--- src/logic/ppm_pkg.sv ---
package ppm_pkg;
  // ****************************************************
  // Pin function selects
  // ****************************************************
  typedef enum logic [1:0] {
    PPM_FN_PORT = 2'b00,
    PPM_FN_ALT1 = 2'b01,
    PPM_FN_ALT2 = 2'b10,
    PPM_FN_ALT3 = 2'b11
  } ppm_fn_e;

  // Pin order in all vectors
  localparam int PPM_NPINS = 6;
  localparam int PPM_A10 = 0;
  localparam int PPM_A11 = 1;
  localparam int PPM_B0 = 2;
  localparam int PPM_B1 = 3;
  localparam int PPM_B2 = 4;
  localparam int PPM_B3 = 5;
  localparam logic [5:0] PPM_RST_OE = 6'h00;
  localparam logic [5:0] PPM_RST_PU = 6'h3f;

  // Per-pin drive bundle
  typedef struct packed {
    logic [5:0] dout;
    logic [5:0] oe;
    logic [5:0] pu;
  } ppm_pad_s;

  // Serial interface view
  typedef struct packed {
    logic master;
    logic clk_out;
    logic sel_out;
    logic to_master_out;
    logic to_slave_out;
  } ppm_serial_s;
endpackage : ppm_pkg

--- src/logic/ppm_port_pin_function_mux.sv ---
`timescale 1ns/1ps
`default_nettype none
module ppm_port_pin_function_mux (
  // Clock and reset
  input wire logic i_sys_clk,
  input wire logic i_arst_n,
  // Function selects from the system integration unit
  input wire logic [11:0] i_fn_sel,
  // Port function: per-pin direction and data
  input wire logic [5:0] i_port_dir,
  input wire logic [5:0] i_port_dout,
  output logic [5:0] o_port_din,
  // Serial interface
  input wire ppm_pkg::ppm_serial_s i_serial,
  output logic o_serial_clk_in,
  output logic o_serial_sel_n_in,
  output logic o_serial_to_master_in,
  output logic o_serial_to_slave_in,
  // Two-wire bus
  input wire logic i_tw_clk_oe,
  input wire logic i_tw_data_oe,
  output logic o_tw_clk_in,
  output logic o_tw_data_in,
  // Timer channels
  input wire logic [1:0] i_timer_out,
  input wire logic [1:0] i_timer_oe,
  output logic [1:0] o_timer_in,
  // PWM external sources and comparator enables
  output logic [1:0] o_ext_pwm_src,
  output logic [1:0] o_comp_in2_en,
  // Pads
  input wire logic [5:0] i_pad_in,
  output logic [5:0] o_pad_out,
  output logic [5:0] o_pad_oe,
  output logic [5:0] o_pad_pu
);
  // ****************************************************
  // Reset release
  // ****************************************************
  logic rst_s1_q, rst_n_q;
  always_ff @(posedge i_sys_clk or negedge i_arst_n) begin
    if (!i_arst_n) begin
      rst_s1_q <= 1'b0;
      rst_n_q <= 1'b0;
    end else begin
      rst_s1_q <= 1'b1;
      rst_n_q <= rst_s1_q;
    end
  end

  function automatic ppm_pkg::ppm_fn_e fn_of(input logic [11:0] s,
                                             input int p);
    fn_of = ppm_pkg::ppm_fn_e'(s[2*p +: 2]);
  endfunction : fn_of

  // ****************************************************
  // Routing
  // ****************************************************
  ppm_pkg::ppm_pad_s pad_d, pad_q;
  logic [5:0] din_d, din_q;
  logic [9:0] per_d, per_q;
  logic sel_n;
  always_comb begin
    pad_d.dout = i_port_dout;
    pad_d.oe = i_port_dir;
    pad_d.pu = ~i_port_dir;
    din_d = i_pad_in;
    // Idle levels when unrouted: clocks high, select inactive
    per_d = 10'h0a7;
    sel_n = 1'b1;
    for (int p = ppm_pkg::PPM_A10; p <= ppm_pkg::PPM_A11; p++) begin
      if (fn_of(i_fn_sel, p) != ppm_pkg::PPM_FN_PORT) begin
        pad_d.oe[p] = 1'b0;
        pad_d.pu[p] = 1'b0;
        per_d[8 + p] = 1'b1;
      end
    end
    case (fn_of(i_fn_sel, ppm_pkg::PPM_B0))
      ppm_pkg::PPM_FN_ALT1: begin
        pad_d.dout[2] = i_serial.clk_out;
        pad_d.oe[2] = i_serial.master;
        per_d[0] = i_pad_in[2];
      end
      ppm_pkg::PPM_FN_ALT2: begin
        pad_d.dout[2] = 1'b0;
        pad_d.oe[2] = i_tw_clk_oe;
        per_d[5] = i_pad_in[2];
      end
      default: ;
    endcase
    case (fn_of(i_fn_sel, ppm_pkg::PPM_B1))
      ppm_pkg::PPM_FN_ALT1: begin
        pad_d.dout[3] = i_serial.sel_out;
        pad_d.oe[3] = i_serial.master;
        sel_n = i_serial.master | i_pad_in[3];
        per_d[1] = sel_n;
      end
      ppm_pkg::PPM_FN_ALT2: begin
        pad_d.dout[3] = 1'b0;
        pad_d.oe[3] = i_tw_data_oe;
        per_d[7] = i_pad_in[3];
      end
      default: ;
    endcase
    // Slave data from the interface, retimed through pad_q on i_sys_clk like every pad output
    case (fn_of(i_fn_sel, ppm_pkg::PPM_B2))
      ppm_pkg::PPM_FN_ALT1: begin
        pad_d.dout[4] = i_serial.to_master_out;
        pad_d.oe[4] = !i_serial.master && !sel_n;
        per_d[2] = i_pad_in[4];
      end
      ppm_pkg::PPM_FN_ALT2: begin
        pad_d.dout[4] = i_timer_out[0];
        pad_d.oe[4] = i_timer_oe[0];
        per_d[4] = i_pad_in[4];
      end
      ppm_pkg::PPM_FN_ALT3: begin
        pad_d.oe[4] = 1'b0;
        per_d[6] = i_pad_in[4];
      end
      default: ;
    endcase
    case (fn_of(i_fn_sel, ppm_pkg::PPM_B3))
      ppm_pkg::PPM_FN_ALT1: begin
        pad_d.dout[5] = i_serial.to_slave_out;
        pad_d.oe[5] = i_serial.master;
        per_d[3] = i_pad_in[5];
      end
      ppm_pkg::PPM_FN_ALT2: begin
        pad_d.dout[5] = i_timer_out[1];
        pad_d.oe[5] = i_timer_oe[1];
      end
      ppm_pkg::PPM_FN_ALT3: begin
        pad_d.oe[5] = 1'b0;
      end
      default: ;
    endcase
    // Any alternate function isolates the port input
    for (int p = 0; p < ppm_pkg::PPM_NPINS; p++) begin
      if (fn_of(i_fn_sel, p) != ppm_pkg::PPM_FN_PORT) begin
        din_d[p] = 1'b0;
      end
    end
  end

  // B3 timer and PWM source inputs kept apart from per_q so comparator enables own bits 9:8
  logic src1_d, src1_q;
  logic tin1_d, tin1_q;
  always_comb begin
    src1_d = (fn_of(i_fn_sel, ppm_pkg::PPM_B3) == ppm_pkg::PPM_FN_ALT3)
             && i_pad_in[5];
    tin1_d = (fn_of(i_fn_sel, ppm_pkg::PPM_B3) == ppm_pkg::PPM_FN_ALT2)
             && i_pad_in[5];
  end

  always_ff @(posedge i_sys_clk or negedge i_arst_n) begin
    if (!i_arst_n) begin
      pad_q.dout <= 6'h00;
      pad_q.oe <= ppm_pkg::PPM_RST_OE;
      pad_q.pu <= ppm_pkg::PPM_RST_PU;
      din_q <= 6'h00;
      per_q <= 10'h0a7;
      src1_q <= 1'b0;
      tin1_q <= 1'b0;
    end else if (!rst_n_q) begin
      pad_q.dout <= 6'h00;
      pad_q.oe <= ppm_pkg::PPM_RST_OE;
      pad_q.pu <= ppm_pkg::PPM_RST_PU;
      din_q <= 6'h00;
      per_q <= 10'h0a7;
      src1_q <= 1'b0;
      tin1_q <= 1'b0;
    end else begin
      pad_q <= pad_d;
      din_q <= din_d;
      per_q <= per_d;
      src1_q <= src1_d;
      tin1_q <= tin1_d;
    end
  end

  assign o_pad_out = pad_q.dout;
  assign o_pad_oe = pad_q.oe;
  assign o_pad_pu = pad_q.pu;
  assign o_port_din = din_q;
  assign o_serial_clk_in = per_q[0];
  assign o_serial_sel_n_in = per_q[1];
  assign o_serial_to_master_in = per_q[2];
  assign o_serial_to_slave_in = per_q[3];
  assign o_timer_in = {tin1_q, per_q[4]};
  assign o_tw_clk_in = per_q[5];
  assign o_tw_data_in = per_q[7];
  assign o_ext_pwm_src = {src1_q, per_q[6]};
  assign o_comp_in2_en = per_q[9:8];

  // ****************************************************
  // Checks
  // ****************************************************
  AST_RESET_PORT: assert property (@(posedge i_sys_clk)
    !rst_n_q |=> (o_pad_oe == 6'h00 && o_pad_pu == 6'h3f))
    else $error("Pads not idle during reset");
  AST_CMP_A_UNDRIVEN: assert property (@(posedge i_sys_clk)
    disable iff (!rst_n_q)
    fn_of(i_fn_sel, 0) != ppm_pkg::PPM_FN_PORT |=> !o_pad_oe[0])
    else $error("A10 driven in analog mode");
  AST_CMP_B_UNDRIVEN: assert property (@(posedge i_sys_clk)
    disable iff (!rst_n_q)
    fn_of(i_fn_sel, 1) != ppm_pkg::PPM_FN_PORT |=> !o_pad_oe[1])
    else $error("A11 driven in analog mode");
  AST_PORT_DIR: assert property (@(posedge i_sys_clk)
    disable iff (!rst_n_q)
    fn_of(i_fn_sel, 2) == ppm_pkg::PPM_FN_PORT |=>
      o_pad_oe[2] == $past(i_port_dir[2]))
    else $error("B0 direction not followed");
  AST_CLK_DIR: assert property (@(posedge i_sys_clk)
    disable iff (!rst_n_q)
    fn_of(i_fn_sel, 2) == ppm_pkg::PPM_FN_ALT1 |=>
      o_pad_oe[2] == $past(i_serial.master))
    else $error("Serial clock direction wrong");
  AST_MISO_DIR: assert property (@(posedge i_sys_clk)
    disable iff (!rst_n_q)
    fn_of(i_fn_sel, 4) == ppm_pkg::PPM_FN_ALT1 && i_serial.master
      |=> !o_pad_oe[4])
    else $error("Master drives data-to-master");
  AST_MISO_RELEASE: assert property (@(posedge i_sys_clk)
    disable iff (!rst_n_q)
    fn_of(i_fn_sel, 4) == ppm_pkg::PPM_FN_ALT1 && sel_n |=> !o_pad_oe[4])
    else $error("Unselected slave drives line");
  AST_MOSI_DIR: assert property (@(posedge i_sys_clk)
    disable iff (!rst_n_q)
    fn_of(i_fn_sel, 5) == ppm_pkg::PPM_FN_ALT1 |=>
      o_pad_oe[5] == $past(i_serial.master))
    else $error("Data-to-slave direction wrong");
  AST_PWM_SRC0: assert property (@(posedge i_sys_clk)
    disable iff (!rst_n_q)
    fn_of(i_fn_sel, 4) == ppm_pkg::PPM_FN_ALT3 |=>
      o_ext_pwm_src[0] == $past(i_pad_in[4]) && !o_pad_oe[4])
    else $error("Pwm source 0 not routed");
endmodule : ppm_port_pin_function_mux
`default_nettype wire

--- config.mk ---
export PLATFORM = sky130hd
export DESIGN_NAME = ppm_port_pin_function_mux
export DESIGN_NICKNAME = d
export VERILOG_FILES = /design/src/logic/ppm_pkg.sv /design/src/logic/ppm_port_pin_function_mux.sv
export SDC_FILE = /design/constraint.sdc
export NUM_CORES = 1
export LEC_CHECK = 0
export ABC_CLOCK_PERIOD_IN_PS = 1100
export BUFFER_PORTS_ARGS = -buffer_cell sky130_fd_sc_hd__buf_2
export CAP_MARGIN = 30
export CORE_MARGIN = 1.5
export CORE_UTILIZATION = 45
export DETAILED_ROUTE_END_ITERATION = 6
export GPL_ROUTABILITY_DRIVEN = 0
export PLACE_DENSITY = 0.79
export SLEW_MARGIN = 15
export SYNTH_ARGS = -nofsm -noshare
export SYNTH_HDL_FRONTEND = slang
export SYNTH_SLANG_ARGS = --single-unit
--- constraint.sdc ---
create_clock -name i_sys_clk -period 1.1 [get_ports i_sys_clk]
set_clock_uncertainty 0.1 [all_clocks]
set_input_delay 0.11 -clock i_sys_clk [delete_from_list [all_inputs] [get_ports i_sys_clk]]
set_output_delay 0.11 -clock i_sys_clk [all_outputs]
set_load 0.01 [all_outputs]
**Word-level counts from Yosys, hierarchy flattened**

Index checks and enable logic that the tools add are counted.

- Multiplexer cells: 33
- Reduce and logical (&&, ||, !) cells: 11
- Bitwise gates (word level): 2
- Equality and inequality tests: 10

Operators by type and width:

| kind | number |
|---|---|
| 2-to-1 mux 1 bit | 22 |
| 2-to-1 mux 18 bit | 1 |
| == test 2 bit (second input constant) | 6 |
| one-hot mux 1 bit (2 select lines) | 6 |
| nonzero test 2 bit | 6 |
| 2-to-1 mux 10 bit | 1 |
| == test 2 x 1 -> 1 bit (second input constant) | 4 |
| 2-to-1 mux 6 bit | 1 |
| inverter 6 bit | 1 |
| one-hot mux 1 bit (3 select lines) | 2 |
| logical AND 1 bit | 3 |
| zero test 1 bit | 2 |
| bitwise OR 1 bit | 1 |

- Register bits after elaboration: 38
- Output and inout port bits: 36
- Input port bits: 43
- Logic and storage cells: 65

**Longest topological paths before layout**

- Depth in word-level cells: 6
- Gate-level depth with buffers: 4
- Gate-level depth less buffers: 4

**Worst setup path before layout**

No wires, ideal clock.

- Path kind: input -> register
- Start: input port i_fn_sel[11]
- End: register pad_q (netlist bit o_pad_oe[5])
- Data required time: 871 ps
- Slack: 161 ps
- Data arrival time: 710 ps
- Setup time: 129 ps
- Path buffers: 0
- Stages: 4
- Cell sequence: inv_1 ha_1 a221oi_1 nor3_2

- Longest elaborated chain between the ends: 3
- Elaborated cells between the ends (all ways): 5
- Classes of those cells: 3 x eq/ne; 2 x mux

Ends and longest elaborated chain:

| element | RTL line | RTL |
|---|---|---|
| start: declaration | ppm_port_pin_function_mux.sv:8 | `input wire logic [11:0] i_fn_sel,` |
| == test 2 bit / == test 2 x 1 -> 1 bit (equally long branches) | ppm_port_pin_function_mux.sv:123 | `case (fn_of(i_fn_sel, ppm_pkg::PPM_B3))` |
| one-hot mux 1 bit (3 select lines) (*) | ppm_port_pin_function_mux.sv:123 |  |
| 2-to-1 mux 18 bit (*) | ppm_port_pin_function_mux.sv:165 | `end else if (!rst_n_q) begin` |
| end signal: assignment | ppm_port_pin_function_mux.sv:174 | `pad_q <= pad_d;` |
| end: declaration | ppm_port_pin_function_mux.sv:59 | `ppm_pkg::ppm_pad_s pad_d, pad_q;` |

Mark *: on every way between the ends. The rest lies on a longest branch, timed or not.

**Worst setup path after layout**

- Start: register pad_q (netlist bit o_pad_pu[0])
- End: output port o_pad_pu[0]

RTL lines:

| element | RTL line | RTL |
|---|---|---|
| end: declaration | ppm_port_pin_function_mux.sv:35 | `output logic [5:0] o_pad_pu` |

No word-level cell between the ends.

==> results.toml <==
[timing]
finalHoldViolations = 0
grt_setup_unrepaired = "true"
period_share = 1.08
holdWs_ns = 0.00864
slew_violations = 0
clock.fmax_mhz = 839
setup_viol = 11
layout_setup_ws_ns = -0.0918
period_needed_ns = 1.19

[routing]
wire_per_inst_um = 13.3
wirelength_mm = 3.87
route.vias.total = 1402
drt_iter0_drc = 75
drt_first_pass_iters = 4
ant_nets = 0
drcViolationCount = 0
viasPerCell = 4.82

[yosys]
synth_top_area_frac = 0.425
ys_seq_area_frac = 0.607
synth.avg_cell_area_um2 = 12.4
ys_top_cells_by_count = "dfrtp_1 (27), ha_1 (16), dfstp_2 (11), nand2_1 (11)"
synth.area.top_cells = "dfrtp_1 (43%), dfstp_2 (18%), ha_1 (13%)"
synth-edff-count = 0
ys.warnings.count = 0
ys_async_sr_fraction = 1.00
synth_area_mm2 = 0.00159
synth_nets = 187
synth_cells = 128
yosysMostFrequentCell = "dfrtp_1"
ys.flop_type = "dfrtp_1"
synth_area_leader_cell = "dfrtp_1"
yosysUniqueCellTypes = 26
synth-seq-cells = 38

[finish]
diodes = 0
areaGrowthSynthToFinish_pct = 58.9
fin_nets = 303
drive_gt1_frac = 0.433
final_cells = 291
final_util = 0.751

[floorplanning]
core-area_mm2 = 0.00336
die_w_um = 62.4
num_rows = 21
pin_count = 79
die_h_um = 62.4
die_area_mm2 = 0.00390
start_util = 0.472

[pwr]
leakage_nw = 1.34
power.internal_mw = 2.06
ir_drop_v = 0.000780
p_switching_mw = 0.683
power_frac_seq = 0.546
switching_share = 0.249
clkPwrFrac = 0.270
pwr-share-comb = 0.185
p_per_area_mw_per_mm2 = 1090

[global_route]
grt_pass1_vias = 1487
antenna_found_initial = 0
grt_max_degree = 39
grt_usage = 0.224
grt_pass1_wl_mm = 6.67
grt-ovfl-total = 0

[setup_path]
critPathMaxStageDelay_ns = 0.55
arrival_ns = 0.98
worst_setup_path_end_kind = "primary output"
cp.required_ns = 0.89
path_max_fanout = 1
crit_family = "flip-flops"
path_cells = "buf_6"
crit_type = "flip-flop to primary output"
critPathSlowestCell = "dfstp_2"
worst-path-buf-inv = 1
cp-start-kind = "flip-flop"

[place]
dpl.cell_count = 250
hpwl_mm = 2.23
dp_slack_ns = -0.0655
port_buffers = 78

[status]
status = "finished, violations left"
failed_checks = "negative setup slack"

[clock_network]
cts.clk_slew.worst_paths_ns = 0.10
ctsHtreeMaxLevel = 2
clkLatencyLatePin_ns = 0.33
tritoncts = "yes"
cts.sinks = 38
cts_buffers = 5
cts_buffer_depth = 2
root_buffer = "clkbuf_4"

[min_path]
hold_path.class = "input pin to flip-flop"

[run]
cap_violations = 0
==> power by group through the flow <==
stage	Combinational, mW	Clock, mW	Sequential (mW)
floorplan	0.135	0	1.55
global placement	0.380	0	1.51
detailed placement	0.386	0	1.51
CTS	0.495	0.756	1.49
global route	0.561	0.824	1.50
finish	0.506	0.739	1.50
==> sequential cells by signal, summed over array words and instances (netlist names) <==
register / count
per_q: 10
o_pad_oe: 6
o_pad_out: 6
o_pad_pu: 6
o_port_din: 6
rst_n_q: 1
rst_s1_q: 1
src1_q: 1
tin1_q: 1
==> placed cells by master (no fill, tap or decap), types with 2 or more instances in the layout <==
cell / instances
buf_12: 2
o21ai_0: 3
ha_2: 2
a22oi_1: 4
nor3_1: 2
nand3b_1: 2
buf_6: 12
nand2_1: 11
buf_2: 66
clkbuf_4: 5
nand2b_1: 2
a21oi_1: 9
and3_1: 9
and2_1: 2
inv_1: 9
ha_1: 14
o21a_1: 2
nand3_1: 2
nor3_2: 3
dfstp_2: 11
dlygate4sd3_1: 33
nor2b_1: 2
dfrtp_1: 27
==> repair_timing <==
item                                    4_1_cts  5_1_grt
gates resized for setup                      11        4
endpoints found under the setup margin       11       24
hold endpoints to repair                     73        0
pin swaps                                     0        2
hold buffers                                 33        0
cloned                                        0        0
setup buffers                                 0        0
==> layer usage <==
layer / global-route usage / wire [µm] / up-vias
li1: - / - / 655
met1: 0.233 / 1440 / 670
met2: 0.413 / 2050 / 66
met3: 0.0721 / 258 / 11
met4: 0.0889 / 116 / 0
met5: 0 / 0 / -
==> area by class of cell <==
class,count,area [µm²]
multi-input cells,75,562
clock inverters,1,5.00
inverters,10,37.5
well taps,46,57.6
repair buffers,114,843
fillers,237,838
clock buffers,7,55.1
flip-flops and latches,38,965
==> stage by stage <==
| stage | total power, mW | cell area [µm²] | TNS, ns |
|---|---|---|---|
| 6_report | 2.74 | 2520 | -0.874 |
| 5_1_grt | 2.89 | 2520 | -1.36 |
| 4_1_cts | 2.75 | 2510 | -0.992 |
| 3_5_place_dp | 1.90 | 2050 | -0.0711 |
| 3_3_place_gp | 1.89 | 2050 | 0 |
| 2_1_floorplan | 1.69 | 1590 | 0 |
==> final timing paths <==
check                                      startpoint                    end  slack (ns)  depth (start not counted)
worst min-delay path                      i_fn_sel[4]     per_q[0]$_DFF_PN1_       0.009                          3
worst min register to register     rst_s1_q$_DFF_PN0_      rst_n_q$_DFF_PN0_        0.26                          0
min in group asynchronous                    i_arst_n     per_q[9]$_DFF_PN0_        0.17                          3
max in group asynchronous                    i_arst_n  o_pad_pu[5]$_DFF_PN1_        0.48                          3
worst max register to register      rst_n_q$_DFF_PN0_     per_q[1]$_DFF_PN1_        0.09                          3
worst max-delay path            o_pad_pu[0]$_DFF_PN1_            o_pad_pu[0]       -0.09                          1
==> kinds of logic (layout without fill, tap and decap cells) <==
| logic type | after synthesis | after routing | share of synthesized area |
|---|---|---|---|
| fa+ha+maj | 16 | 16 | 0.126 |
| other cells | 1 | 1 | 0.00236 |
| compound gates | 21 | 21 | 0.0842 |
| simple gates | 37 | 37 | 0.135 |
| buf+inv | 15 | 132 | 0.0457 |
| flops | 38 | 38 | 0.607 |
Power figures use the tool's default switching activity.
